<file path="src/shared/opa_pkg.sv">
// Constants, carrier types and address decode for the optical power alarm threshold bank.
// Assumes a serial engine in front of this bank that already matched the device select
// address and hands over single byte reads and writes.
//
// Summary of operation
// Transmit low alarm sets when transmit power high byte is below its threshold.
// Receive high alarm sets when receive power high byte exceeds its threshold.
// Receive low alarm sets when receive power high byte is below its threshold.
// Threshold low bytes are stored but never take part in any comparison.
// Threshold is high and low byte; steps are 25.6 uW and 0.1 uW.
// Each sixteen bit threshold is an unsigned binary number.
// Thresholds are compared raw against raw measurement bytes, with no calibration.
// Low bytes of measured transmit and receive power always read as zero.
// Host should program every threshold low byte to zero.
// Transmit low threshold high byte at 0x1a, low byte at 0x1b.
// Alarms re-evaluate after every new measurement or threshold write.
package opa_pkg;

  ////////////////////////////////////////////////////////////////////////////
  // Serial device select address of this bank
  localparam logic [6:0] OPA_DEV_ADDR = 7'h51;

  // Byte addresses of the threshold registers
  localparam logic [7:0] OPA_TX_LOW_MSB_ADDR = 8'h1a;
  localparam logic [7:0] OPA_TX_LOW_LSB_ADDR = 8'h1b;
  localparam logic [7:0] OPA_RX_HIGH_MSB_ADDR = 8'h20;
  localparam logic [7:0] OPA_RX_HIGH_LSB_ADDR = 8'h21;
  localparam logic [7:0] OPA_RX_LOW_MSB_ADDR = 8'h22;
  localparam logic [7:0] OPA_RX_LOW_LSB_ADDR = 8'h23;

  // Reset values, the fixed measurement low byte and the unmapped read byte
  localparam logic [7:0] OPA_THR_RESET = 8'h00;
  localparam logic [7:0] OPA_MEAS_RESET = 8'h00;
  localparam logic [7:0] OPA_MEAS_LSB_VAL = 8'h00;
  localparam logic [7:0] OPA_UNMAPPED_RD = 8'h00;

  // Weight of one step, in nanowatts
  localparam int OPA_MSB_STEP_NW = 25600;
  localparam int OPA_LSB_STEP_NW = 100;

  // Register slots in the bank; even slots are high bytes
  localparam int OPA_NUM_REGS = 6;
  localparam logic [2:0] OPA_IDX_TX_LOW_MSB = 3'h0;
  localparam logic [2:0] OPA_IDX_TX_LOW_LSB = 3'h1;
  localparam logic [2:0] OPA_IDX_RX_HIGH_MSB = 3'h2;
  localparam logic [2:0] OPA_IDX_RX_HIGH_LSB = 3'h3;
  localparam logic [2:0] OPA_IDX_RX_LOW_MSB = 3'h4;
  localparam logic [2:0] OPA_IDX_RX_LOW_LSB = 3'h5;

  ////////////////////////////////////////////////////////////////////////////
  // One byte access from the serial engine
  typedef struct packed {
    logic we;
    logic re;
    logic [7:0] addr;
    logic [7:0] wdata;
  } opa_reg_req_t;

  // A power value as high and low byte
  typedef struct packed {
    logic [7:0] msb;
    logic [7:0] lsb;
  } opa_meas_t;

  // Alarm flags, one per comparison
  typedef struct packed {
    logic rx_low;
    logic rx_high;
    logic tx_low;
  } opa_alarm_t;

  // Result of decoding a byte address
  typedef struct packed {
    logic hit;
    logic [2:0] idx;
  } opa_dec_t;

  ////////////////////////////////////////////////////////////////////////////
  // Byte address to register slot; used by the write path, read path and checks
  function automatic opa_dec_t opa_decode(input logic [7:0] addr);
    opa_dec_t d;
    d.hit = 1'b1;
    d.idx = OPA_IDX_TX_LOW_MSB;
    case (addr)
      OPA_TX_LOW_MSB_ADDR: d.idx = OPA_IDX_TX_LOW_MSB;
      OPA_TX_LOW_LSB_ADDR: d.idx = OPA_IDX_TX_LOW_LSB;
      OPA_RX_HIGH_MSB_ADDR: d.idx = OPA_IDX_RX_HIGH_MSB;
      OPA_RX_HIGH_LSB_ADDR: d.idx = OPA_IDX_RX_HIGH_LSB;
      OPA_RX_LOW_MSB_ADDR: d.idx = OPA_IDX_RX_LOW_MSB;
      OPA_RX_LOW_LSB_ADDR: d.idx = OPA_IDX_RX_LOW_LSB;
      default: d.hit = 1'b0;
    endcase
    return d;
  endfunction

endpackage

</file>
<file path="src/core/opa_cmp.sv">
// Single unsigned magnitude comparator for one alarm.
// Assumes both operands are raw, uncalibrated high bytes held in registers upstream.
`timescale 1ns/1ps

module opa_cmp #(
  parameter int WIDTH = 8
) (
  // Operands
  input wire logic [WIDTH-1:0] meas,
  input wire logic [WIDTH-1:0] thr,
  // Direction: high selects the over-threshold test
  input wire logic above,
  // Result
  output logic hit
);

  ////////////////////////////////////////////////////////////////////////////
  // Plain unsigned compare; no scaling is applied to either side
  always_comb begin
    if (above) begin
      hit = meas > thr;
    end else begin
      hit = meas < thr;
    end
  end

endmodule

</file>
<file path="src/core/opa_top.sv">
// Optical power alarm threshold bank with its three alarm comparisons.
// Assumes a serial engine presents one byte access per cycle and a measurement
// path pulses meas_upd with fresh high bytes.
`timescale 1ns/1ps

module opa_top #(
  parameter int MEAS_W = 8
) (
  // Clock and reset
  input wire logic ref_clk,
  input wire logic nrst,
  // Byte access from the serial engine
  input wire opa_pkg::opa_reg_req_t reg_req,
  output logic [7:0] reg_rdata,
  output logic reg_rvalid,
  // Fresh measurement from the converter
  input wire logic meas_upd,
  input wire logic [MEAS_W-1:0] tx_power_meas_msb,
  input wire logic [MEAS_W-1:0] rx_power_meas_msb,
  // Reported measurements and alarms
  output opa_pkg::opa_meas_t tx_meas,
  output opa_pkg::opa_meas_t rx_meas,
  output opa_pkg::opa_alarm_t alarm_flag
);
  import opa_pkg::*;

  ////////////////////////////////////////////////////////////////////////////
  // Declarations
  logic [7:0] thr_q [OPA_NUM_REGS];
  logic [7:0] thr_d [OPA_NUM_REGS];
  logic [MEAS_W-1:0] tx_meas_q;
  logic [MEAS_W-1:0] tx_meas_d;
  logic [MEAS_W-1:0] rx_meas_q;
  logic [MEAS_W-1:0] rx_meas_d;
  logic [7:0] rdata_q;
  logic [7:0] rdata_d;
  logic rvalid_q;
  logic rvalid_d;
  opa_alarm_t alarm_q;
  opa_alarm_t alarm_d;
  opa_dec_t dec;
  logic [2:0] hit;
  logic [MEAS_W-1:0] cmp_meas [3];

  assign dec = opa_decode(reg_req.addr);

  ////////////////////////////////////////////////////////////////////////////
  // Threshold bank: every byte is read/write, low bytes are kept for map layout only
  always_comb begin
    for (int i = 0; i < OPA_NUM_REGS; i++) begin
      thr_d[i] = thr_q[i];
    end
    if (reg_req.we && dec.hit) begin
      thr_d[dec.idx] = reg_req.wdata;
    end
  end

  always_ff @(posedge ref_clk or negedge nrst) begin
    if (!nrst) begin
      for (int i = 0; i < OPA_NUM_REGS; i++) begin
        thr_q[i] <= OPA_THR_RESET;
      end
    end else begin
      for (int i = 0; i < OPA_NUM_REGS; i++) begin
        thr_q[i] <= thr_d[i];
      end
    end
  end

  ////////////////////////////////////////////////////////////////////////////
  // Measurement holding registers; only the high byte is ever captured
  always_comb begin
    tx_meas_d = tx_meas_q;
    rx_meas_d = rx_meas_q;
    if (meas_upd) begin
      tx_meas_d = tx_power_meas_msb;
      rx_meas_d = rx_power_meas_msb;
    end
  end

  always_ff @(posedge ref_clk or negedge nrst) begin
    if (!nrst) begin
      tx_meas_q <= MEAS_W'(OPA_MEAS_RESET);
      rx_meas_q <= MEAS_W'(OPA_MEAS_RESET);
    end else begin
      tx_meas_q <= tx_meas_d;
      rx_meas_q <= rx_meas_d;
    end
  end

  // Low bytes are constant zero so the host never sees meaningless bits
  assign tx_meas.msb = 8'(tx_meas_q);
  assign tx_meas.lsb = OPA_MEAS_LSB_VAL;
  assign rx_meas.msb = 8'(rx_meas_q);
  assign rx_meas.lsb = OPA_MEAS_LSB_VAL;

  ////////////////////////////////////////////////////////////////////////////
  // Comparators: only the even (high byte) slots feed them
  assign cmp_meas[0] = tx_meas_q;
  assign cmp_meas[1] = rx_meas_q;
  assign cmp_meas[2] = rx_meas_q;

  genvar g;
  generate
    for (g = 0; g < 3; g++) begin : g_cmp
      opa_cmp #(
        .WIDTH(MEAS_W)
      ) u_cmp (
        .meas(cmp_meas[g]),
        .thr(MEAS_W'(thr_q[2*g])),
        .above(g == 1),
        .hit(hit[g])
      );
    end
  endgenerate

  ////////////////////////////////////////////////////////////////////////////
  // Alarm flags follow the comparators every cycle, so a new measurement or a
  // new threshold shows one cycle after it lands in its register
  always_comb begin
    alarm_d.tx_low = hit[0];
    alarm_d.rx_high = hit[1];
    alarm_d.rx_low = hit[2];
  end

  always_ff @(posedge ref_clk or negedge nrst) begin
    if (!nrst) begin
      alarm_q <= '0;
    end else begin
      alarm_q <= alarm_d;
    end
  end

  assign alarm_flag = alarm_q;

  ////////////////////////////////////////////////////////////////////////////
  // Read path: data one cycle after the request; unmapped bytes read zero
  always_comb begin
    rvalid_d = reg_req.re;
    rdata_d = rdata_q;
    if (reg_req.re) begin
      rdata_d = dec.hit ? thr_q[dec.idx] : OPA_UNMAPPED_RD;
    end
  end

  always_ff @(posedge ref_clk or negedge nrst) begin
    if (!nrst) begin
      rdata_q <= 8'h00;
      rvalid_q <= 1'b0;
    end else begin
      rdata_q <= rdata_d;
      rvalid_q <= rvalid_d;
    end
  end

  assign reg_rdata = rdata_q;
  assign reg_rvalid = rvalid_q;

  // Each slot changes only under a write aimed at it; stray addresses land nowhere
  for (genvar s = 0; s < OPA_NUM_REGS; s++) begin : g_slot_chk

  end
endmodule

</file>
<file path="config.mk">
export PLATFORM = sky130hd
export DESIGN_NAME = opa_top
export DESIGN_NICKNAME = d
export VERILOG_FILES = /design/src/shared/opa_pkg.sv /design/src/core/opa_cmp.sv /design/src/core/opa_top.sv
export SDC_FILE = /design/constraint.sdc
export NUM_CORES = 1
export LEC_CHECK = 0
export ABC_AREA = 0
export BUFFER_PORTS_ARGS = -buffer_cell sky130_fd_sc_hd__buf_2
export CELL_PAD_IN_SITES_DETAIL_PLACEMENT = 0
export CELL_PAD_IN_SITES_GLOBAL_PLACEMENT = 2
export CORE_ASPECT_RATIO = 1.1
export CORE_MARGIN = 5
export CORE_UTILIZATION = 35
export CTS_CLUSTER_SIZE = 20
export DETAILED_ROUTE_END_ITERATION = 8
export PLACE_DENSITY_LB_ADDON = 0.1
export SLEW_MARGIN = 10
export SYNTH_ARGS = -nofsm -noshare
export SYNTH_HDL_FRONTEND = slang
export SYNTH_SLANG_ARGS = --single-unit
</file>
<file path="constraint.sdc">
create_clock -name ref_clk -period 1.9 [get_ports ref_clk]
set_clock_uncertainty 0.2 [all_clocks]
set_input_delay 0.095 -clock ref_clk [delete_from_list [all_inputs] [get_ports ref_clk]]
set_output_delay 0.095 -clock ref_clk [all_outputs]
set_load 0.1 [all_outputs]
</file>
==> summary.md, run 1 <==
| Metric | Value |
|---|---|
| Status | complete, no violations |
| Seq cells post-synth | 76 |
| Clock Tree Root | clkbuf_16 |
| Distinct cell type count after synthesis | between 40 and 50 |
| RSZ-0062 raised after global routing | no |
| Worst Path Buf+Inv | 0 |
| Largest family of logic cells by synthesized area | multiplexers |
| Sequential share of the synthesized area | 0.4822 |
| CP delay by family, top | compound AO/OA/AOI/OAI gates |
| Fin util | 0.4644 |
| LEAKAGE | 2.456 nW |
| Clock network power share | 0.361 |
| Placed cell area | approximately 0.0045 mm² |
| Die Span Y | 121.3 µm |
| Num CTS Buffers | 9 |
| Routability cong. | between 0.7 and 0.8 |
| Dominant synthesized flop cell | dfrtp_1 |
| Layout cell share with drive strength beyond 1 | 0.3590 |
| Starting Density | 0.3598 |
| Worst VDD drop | approximately 0.00033 V |
| Max frequency | around 560 MHz |
| Multiplexer area fraction after synthesis | 0.1532 |
| Max incr delay on CP | a little over 500 ps |
| Synth Instances | 355 |
| Tmin final | between 1500 and 2000 ps |
| HP Class | in -> reg |
| Simple-Gate Fraction of Synth Area | 0.09327 |
| Final instance area | between 0.005 and 0.006 mm² |
| DIE AREA | 0.01349 mm² |
| Area Overhead vs Synth | 29.06% |
| HPWL after DPL | between 7000 and 8000 µm |
| CP startpoint kind | flip-flop |
| Largest net degree at the start of global routing | 37 |
| Maxcap violations | 0 |
| Slowest CP cell | dfrtp_4 |
| Sw frac | 0.3340 |
| Detailed Route WL | 9902 µm |
| Post-synthesis xor/xnor area fraction | 0 |
| Pre-CTS setup slack | -96.92 ps |
| Most instantiated library cell after synthesis | dfrtp_1 |
| Post-synth EDFFs | 0 |
| Synth Cell Area | a little under 0.004 mm² |
| Psw | about 1.5 mW |
| Pre-antenna DRT Iters | 4 |
| DRT iter0 DRCs | 116 |
| Pwr dens | ~860 mW/mm² |
| TritonCTS sink count | 76 |
| Die width | 111.2 µm |
| Remaining antenna violation count after routing | 0 |
| Worst path arrival time | ~1800 ps |
| Compound-gate portion of the synthesized area | 0.1256 |
| IO buf count | 64 |
| Setup ws final | 125.9 ps |
| Tot GR Track Use | 0.1543 |
| WS Path Type | reg -> reg |
| # rows | 40 |
| Synth warn | 0 |
| Synth Area per Inst | about 11 µm² |
| Adder-Cell Fraction of Synth Area | 0.06980 |
| # setup viols final | 0 |
| Critical path endpoint category | flip-flop |
| Hold slack | ~25 ps |
| Clock-pin slew on the worst setup and hold paths | about 60 ps |
| Crit path cell chain | ha_4, nor2b_1, o21a_1, o21ai_0, a21oi_1, o22a_1 |
| Hold Fails Final Rpt | 0 |
| Synth area leader | dfrtp_1 |
| Gr ovfl total | 0 |
| H-tree lvl count | 3 |
| Seq pwr share | 0.410 |
| Drt wl/cell | 16.10 µm |
| Post-synth ARST share | 1.000 |
| Fin Setup TNS | 0 ps |
| CTS tree | yes |
| Placed Cells | 573 |
| Clk_lat worst skew | approximately 330 ps |
| Area share of the largest cell type after synthesis | 0.4822 |
| Max FO, Critical Path | 4 |
| I/O Pins | 81 |
| Initial antenna violation count | 0 |
| Fin cells | 615 |
| Number of gates resized after cts | 0 |
| Total Power | around 4.4 mW |
| Drt drc | 0 |
| Top post-synthesis cells by area | dfrtp_1 (48%), mux2_2 (11%), ha_1 (7.0%) |
| Final net count | about 520 |
| Inserted Diodes | 0 |
| WP data required | 1910 ps |
| P_int | between 2 and 3 mW |
| Combinational power share | 0.229 |
| Clk buf depth | 2 |
| Vias per std cell | approximately 4.8 |
| Post-synth top cells | dfrtp_1 (76), mux2_2 (40), inv_1 (30), nand2_1 (28), o21ai_0 (28) |
| Max-slew violation count | 0 |
| Final period util | 0.9338 |
| Via count | approximately 2900 |
| Core ar. | ~0.011 mm² |
| Vias in the first global route | 3058 |
| Global-route wire length before repair | 16420 µm |
## final timing paths
kind	to	depth (start not counted)	slack, ps	startpoint
worst max-delay path	alarm_flag[1]	6	130	rx_meas_q[1]
worst min-delay path	rx_meas_q[0]	3	20	meas_upd
worst max register to register	alarm_flag[1]	6	130	rx_meas_q[1]
worst min register to register	reg_rdata[1]	2	290	reg_rdata[1]
max in group asynchronous	thr_q[16]	3	880	nrst
min in group asynchronous	thr_q[2]	2	60	nrst
## registers in the layout, summed over array words and instances (netlist names)
| name | flops |
|---|---|
| reg_rdata | 8 |
| thr_q | 48 |
| tx_meas_q | 8 |
| rx_meas_q | 8 |
| alarm_flag | 3 |
| reg_rvalid | 1 |
## final cells by class
| type | instances | area (µm²) |
|---|---|---|
| fillers | 1022 | 5871 |
| clock buffers | 11 | 242.7 |
| clock inverters | 5 | 37.54 |
| multi-input cells | 235 | 1815 |
| flip-flops and latches | 76 | 1919 |
| repair buffers | 111 | 778.2 |
| well taps | 147 | 183.9 |
| inverters | 30 | 112.6 |
## cell usage in the layout (no fill, tap or decap), types with 10 or more instances in the layout
| master | synthesis | layout |
|---|---|---|
| a21oi_1 | 16 | 16 |
| buf_2 | 2 | 63 |
| buf_4 | 17 | 19 |
| conb_1 | 1 | 16 |
| dfrtp_1 | 76 | 64 |
| dfrtp_2 | 0 | 11 |
| dlygate4sd3_1 | 0 | 26 |
| ha_1 | 22 | 21 |
| inv_1 | 30 | 30 |
| mux2_2 | 40 | 40 |
| nand2_1 | 28 | 28 |
| nor2_1 | 10 | 10 |
| o21ai_0 | 28 | 28 |
## worst reg2reg max path, cell delays in order (launching register included)
cell and delay [ps]:
dfrtp_4 510, ha_4 250, nor2b_1 120, o21a_1 150, o21ai_0 150, a21oi_1 90
o22a_1 180
## what timing repair did
action / 4_1_cts / 5_1_grt
endpoints found under the hold margin: 144 / 0
setup buffers: 0 / 0
hold buffers: 26 / 0
## metal layers
layer,part of all wire,GRT usage,vias to the layer above
li1,-,-,1440
met1,0.46,0.2050,1440
met2,0.49,0.2549,59
met3,0.039,0.03142,7
met4,0.0097,0.04563,0
met5,0,0,-
## power by group through the flow
stage	Clock (mW)	Sequential [mW]	Combinational [mW]
global route	1.72	1.81	1.08
finish	1.58	1.80	1.00
floorplan	0	2.14	0.428
global placement	0	1.83	0.960
CTS	1.64	1.80	1.01
detailed placement	0	1.83	0.970
## logic make-up (layout without fill, tap and decap cells)
family          Yosys count  count (layout)
compound gates           76              76
fa+ha+maj                22              22
buf+inv                  59             157
flops                    76              76
mux                      53              53
other cells               1              16
simple gates             68              68
Power figures use the tool's default switching activity.
==> run 2, diff against run 1 <==
Settings changed: CORE_MARGIN 5 to unset.
==> summary.md, run 2 (synthesis results as in run 1) <==
| Metric | Value |
|---|---|
| Layout cell share with drive strength beyond 1 | 0.3603 (+0.001367) |
| CP startpoint kind | flip-flop |
| Vias in the first global route | 2975 (-2.7%) |
| Maxcap violations | 0 (unchanged) |
| Initial antenna violation count | 0 (unchanged) |
| Total Power | 4.651 mW (+6.2%) |
| RR Startpoint | rx_meas_q[1] |
| Final instance area | 0.005135 mm² (+0.88%) |
| Placed cell area | 0.004557 mm² (+0.17%) |
| Metal1 wirelength | 4709 µm (+3.0%) |
| Clock network power share | 0.397 (+0.036) |
| Max reg flops | 48 (unchanged) |
| Clk_lat worst skew | 340 ps (about the same) |
| Global-route wire length before repair | 16130 µm (-1.8%) |
| HPWL after DPL | 7442 µm (-1.2%) |
| Combinational power share | 0.217 (-0.012) |
| Detailed Route WL | 9926 µm (+0.24%) |
| Most frequent cells in the layout | dfrtp_1 (64), buf_2 (63), mux2_2 (40) |
| Gr ovfl total | 0 (unchanged) |
| Max-slew violation count | 0 (unchanged) |
| # setup viols final | 0 (unchanged) |
| Crit path cell chain | ha_1, a21o_1, a21oi_1, o211ai_1, a21oi_1 |
| Vias per std cell | 4.818 (+0.58%) |
| Pre-antenna DRT Iters | 4 (unchanged) |
| Fin util | 0.4685 (+0.004109) |
| Clock Tree Root | clkbuf_16 |
| Remaining antenna violation count after routing | 0 (unchanged) |
| Seq pwr share | 0.386 (-0.024) |
| H-tree lvl count | 3 (unchanged) |
| Clock-pin slew on the worst setup and hold paths | 70 ps (about the same) |
| Fill cells | 1031 (+0.88%) |
| Drt drc | 0 (unchanged) |
| Tmin final | 1764 ps (-10.36 ps) |
| Inserted Diodes | 0 (unchanged) |
| IO buf count | 64 (unchanged) |
| Met2 WL | 4857 µm (+0.25%) |
| FF/Latch Area | 0.001919 mm² (unchanged) |
| Worst setup startpoint | rx_meas_q[1] |
| # rows | 40 (unchanged) |
| Most frequent CP cell | a21oi_1 |
| Max incr delay on CP | 510 ps (about the same) |
| WS Path Type | reg -> reg |
| Routed wl met3 | 290 µm (-25%) |
| Routability cong. | 0.7804 (+4.1%) |
| Pwr dens | 905.8 mW/mm² (+5.3%) |
| Drt wl/cell | 16.11 µm (about the same) |
| Die Span Y | 113.3 µm (-6.6%) |
| Worst path arrival time | 1820 ps (+30 ps) |
| Max FO, Critical Path | 4 (unchanged) |
| Commonest non-fill, non-tap cell in the layout | dfrtp_1 |
| DRT iter0 DRCs | 94 (-19%) |
| Final net count | 523 (+0.19%) |
| Tot GR Track Use | 0.1893 (+0.03499) |
| LEAKAGE | 2.489 nW (+1.3%) |
| CTS tree | yes |
| Num CTS Buffers | 9 (unchanged) |
| TritonCTS sink count | 76 (unchanged) |
| Area Overhead vs Synth | 30.20% |
| Largest net degree at the start of global routing | 35 (-5.4%) |
| Critical path endpoint category | flip-flop |
| FF-to-FF setup slack | 140 ps (about the same) |
| Area of the multi-input gates | 0.001815 mm² (unchanged) |
| Core ar. | 0.01096 mm² (unchanged) |
| Starting Density | 0.3598 (unchanged) |
| DIE AREA | 0.01170 mm² (-13%) |
| WP data required | 1950 ps (+40 ps) |
| # Post-CTS Setup Buffers | 0 (unchanged) |
| HP Class | in -> async |
| P_int | 3.150 mW (+8.0%) |
| Die width | 103.2 µm (-7.2%) |
| Via count | 2968 (+0.75%) |
| RSZ-0062 raised after global routing | no |
| Max Used Layer | met4 |
| Hold Fails Final Rpt | 0 (unchanged) |
| Clk buf depth | 2 (unchanged) |
| Sw frac | 0.3227 (-0.01126) |
| Slowest CP cell | dfrtp_4 |
| Psw | 1.501 mW (+2.6%) |
| Worst VDD drop | 0.0003522 V (+7.9%) |
| Status | complete, no violations |
| Most flops, register | thr_q |
| Final period util | 0.9283 (-0.005452) |
| Max frequency | 567.0 MHz (+0.59%) |
| I/O Pins | 81 (unchanged) |
[run 2: critical path: cells and delay by family, from the launching register on]
kind | cells | cell delay [ps]
AOI/OAI and AO/OA | 4 | 680
DFF | 1 | 510
adders and majority gates | 1 | 300
[run 2: cell type report]
class                   count  share of cell area
clock buffers              10             0.04459
repair buffers            112              0.1530
clock inverters             6             0.01730
flip-flops and latches     76              0.3738
well taps                 147             0.03582
inverters                  30             0.02193
multi-input cells         235              0.3536
[run 2: worst paths after layout]
check / to / depth (start not counted)
min in group ref_clk: rx_meas_q[0] / 3
setup reg to reg: alarm_flag[2] / 5
setup / recovery: alarm_flag[2] / 5
max in group asynchronous: tx_meas_q[5] / 3
hold / removal: rx_meas_q[1] / 2
hold reg to reg: reg_rdata[1] / 2
[run 2: power groups by stage]
stage / registers, mW / clock network [mW] / logic (mW)
finish: 1.80 / 1.85 / 1.01
global route: 1.81 / 1.95 / 1.09
CTS: 1.80 / 1.88 / 1.02
detailed placement: 1.83 / 0 / 0.976
global placement: 1.83 / 0 / 0.961
floorplan: 2.14 / 0 / 0.428
[run 2: layer usage]
layer / vias up / global-route usage
li1: 1449 / -
met1: 1454 / 0.2607
met2: 59 / 0.2996
met3: 6 / 0.03706
met4: 0 / 0.05634
met5: - / 0
[run 2: stage by stage]
step,setup WS (ps),instances,TNS (ps),hold slack [ps]
CTS,130.0,616,0,25.30
detailed placement,-97.32,574,-536.9,-152.8
global route,58.17,616,0,67.16
global placement,-53.80,574,-321.5,-151.6
floorplan,12.50,370,0,-400.6
finish,136.2,616,0,19.92
[run 2: repair_timing]
item | 4_1_cts | 5_1_grt
endpoints found under the hold margin | 144 | 0
hold buffers | 26 | 0
gates resized for setup | 0 | 1
endpoints found under the setup margin | 0 | 1
==> run 3, diff against run 2 <==
Settings changed: REMOVE_ABC_BUFFERS set to 1.
==> summary.md, run 3 (synthesis results as in run 1) <==
| Metric | Value |
|---|---|
| Largest net degree at the start of global routing | 38 (+8.6%) |
| Die width | 103.2 µm (unchanged) |
| LEAKAGE | 2.494 nW (+0.22%) |
| Routability cong. | 0.7802 (about the same) |
| Clock-pin slew on the worst setup and hold paths | 50 ps (-20 ps) |
| Clk buf depth | 2 (unchanged) |
| Max incr delay on CP | 400 ps (-110 ps) |
| Global-route wire length before repair | 15360 µm (-4.8%) |
| Drt drc | 0 (unchanged) |
| Fill cells | 1073 (+4.1%) |
| Drt wl/cell | 15.18 µm (-5.8%) |
| Status | complete, no violations |
| Detailed Route WL | 9367 µm (-5.6%) |
| Final period util | 0.9263 (-0.002028) |
| DIE AREA | 0.01170 mm² (unchanged) |
| CP startpoint kind | flip-flop |
| Pre-antenna DRT Iters | 4 (unchanged) |
| Tot GR Track Use | 0.1776 (-0.01169) |
| IO buf count | 64 (unchanged) |
| Core ar. | 0.01096 mm² (unchanged) |
| Clk_lat worst skew | 330 ps (about the same) |
| Final net count | 525 (+0.38%) |
| # setup viols final | 0 (unchanged) |
| Worst Path Buf+Inv | 1 (+1) |
| Fin cells | 617 (+0.16%) |
| Initial antenna violation count | 0 (unchanged) |
| Max-slew violation count | 0 (unchanged) |
| Number of gates resized after cts | 0 (unchanged) |
| Placed Cells | 576 (+0.35%) |
| HP Class | in -> async |
| Placed cell area | 0.004542 mm² (-0.33%) |
| # Post-CTS Setup Buffers | 0 (unchanged) |
| Tmin final | 1760 ps (-3.853 ps) |
| TritonCTS sink count | 76 (unchanged) |
| Hold Fails Final Rpt | 0 (unchanged) |
| Num CTS Buffers | 9 (unchanged) |
| Commonest non-fill, non-tap cell in the layout | dfrtp_1 |
| Crit path cell chain | inv_1, ha_1, nor2b_1, o21a_1, o21ai_0, a21oi_1, o22a_1 |
| Pwr dens | 857.6 mW/mm² (-5.3%) |
| I/O Pins | 81 (unchanged) |
| Area Overhead vs Synth | 28.62% |
| Gr ovfl total | 0 (unchanged) |
| Max frequency | 568.2 MHz (+0.22%) |
| Worst path arrival time | 1770 ps (-50 ps) |
| Hold buffers post-CTS | 26 (unchanged) |
| WS Path Type | reg -> reg |
| Clock Tree Root | clkbuf_16 |
| Max reg flops | 48 (unchanged) |
| CP delay by family, top | compound AO/OA/AOI/OAI gates |
| RSZ-0062 raised after global routing | no |
| Max FO, Critical Path | 4 (unchanged) |
| FF/Latch Area | 0.001902 mm² (-0.91%) |
| HPWL after DPL | 7209 µm (-3.1%) |
| Most flops, register | thr_q |
| Slowest CP cell | dfrtp_1 |
| Remaining antenna violation count after routing | 0 (unchanged) |
| CTS tree | yes |
| Layout cell share with drive strength beyond 1 | 0.3319 (-0.02843) |
| Die Span Y | 113.3 µm (unchanged) |
| Worst VDD drop | 0.0004472 V (+27%) |
| Critical path endpoint category | flip-flop |
| # rows | 40 (unchanged) |
| Most frequent cells in the layout | dfrtp_1 (76), buf_2 (63), mux2_2 (40) |
| DRT iter0 DRCs | 78 (-17%) |
| Via count | 2931 (-1.2%) |
| Inserted Diodes | 0 (unchanged) |
| Vias per std cell | 4.750 (-1.4%) |
| Area of the multi-input gates | 0.001803 mm² (-0.69%) |
| Starting Density | 0.3598 (unchanged) |
| Vias in the first global route | 2891 (-2.8%) |
| Final instance area | 0.005072 mm² (-1.2%) |
| Maxcap violations | 0 (unchanged) |
| WP data required | 1910 ps (-40 ps) |
| H-tree lvl count | 3 (unchanged) |
-- run 3: area by class of cell --
cell class / instances / area share
Clock buffer: 13 / 0.05131
Clock inverter: 2 / 0.001973
Inverter: 30 / 0.02220
Multi-Input combinational cell: 235 / 0.3555
Sequential cell: 76 / 0.3749
Tap cell: 147 / 0.03626
Timing Repair Buffer: 114 / 0.1579
-- run 3: metal layers --
metal  GRT usage  share of wire  up-vias
met3     0.03706          0.033        6
met1      0.2543           0.49     1419
met5           0              0        -
met2      0.2711           0.46       61
li1            -              -     1445
met4     0.04789         0.0094        0
-- run 3: per-stage QoR --
stage                     TNS [ps]  setup WS [ps]  utilization  power [mW]  hold WS [ps]
final                            0          140.1       0.4628       4.350         5.312
after global routing             0          55.30       0.4628       4.587         34.93
after CTS                        0          129.2       0.4628       4.417         12.13
after detailed placement    -164.8         -45.89       0.4144       2.787        -188.8
after global placement      -50.64         -18.91       0.4144       2.778        -190.6
after floorplan             -791.0         -366.8            -       2.520        -400.6
-- run 3: final timing paths --
kind | startpoint | endpoint | slack (ps) | depth (start not counted)
hold / removal | nrst | rx_meas_q[6] | 5 | 2
hold reg to reg | thr_q[31] | thr_q[31] | 300 | 1
min in group ref_clk | meas_upd | rx_meas_q[0] | 40 | 3
setup reg to reg | thr_q[25] | alarm_flag[1] | 140 | 7
setup / recovery | thr_q[25] | alarm_flag[1] | 140 | 7
max in group asynchronous | nrst | tx_meas_q[3] | 940 | 3
-- run 3: report_power, final --
group / internal (mW) / switching (mW) / leakage [nW]
Sequential: 1.72 / 0.0679 / 0.934
Clock: 0.944 / 0.618 / 0.135
Combinational: 0.268 / 0.728 / 1.42
Total: 2.94 / 1.41 / 2.49
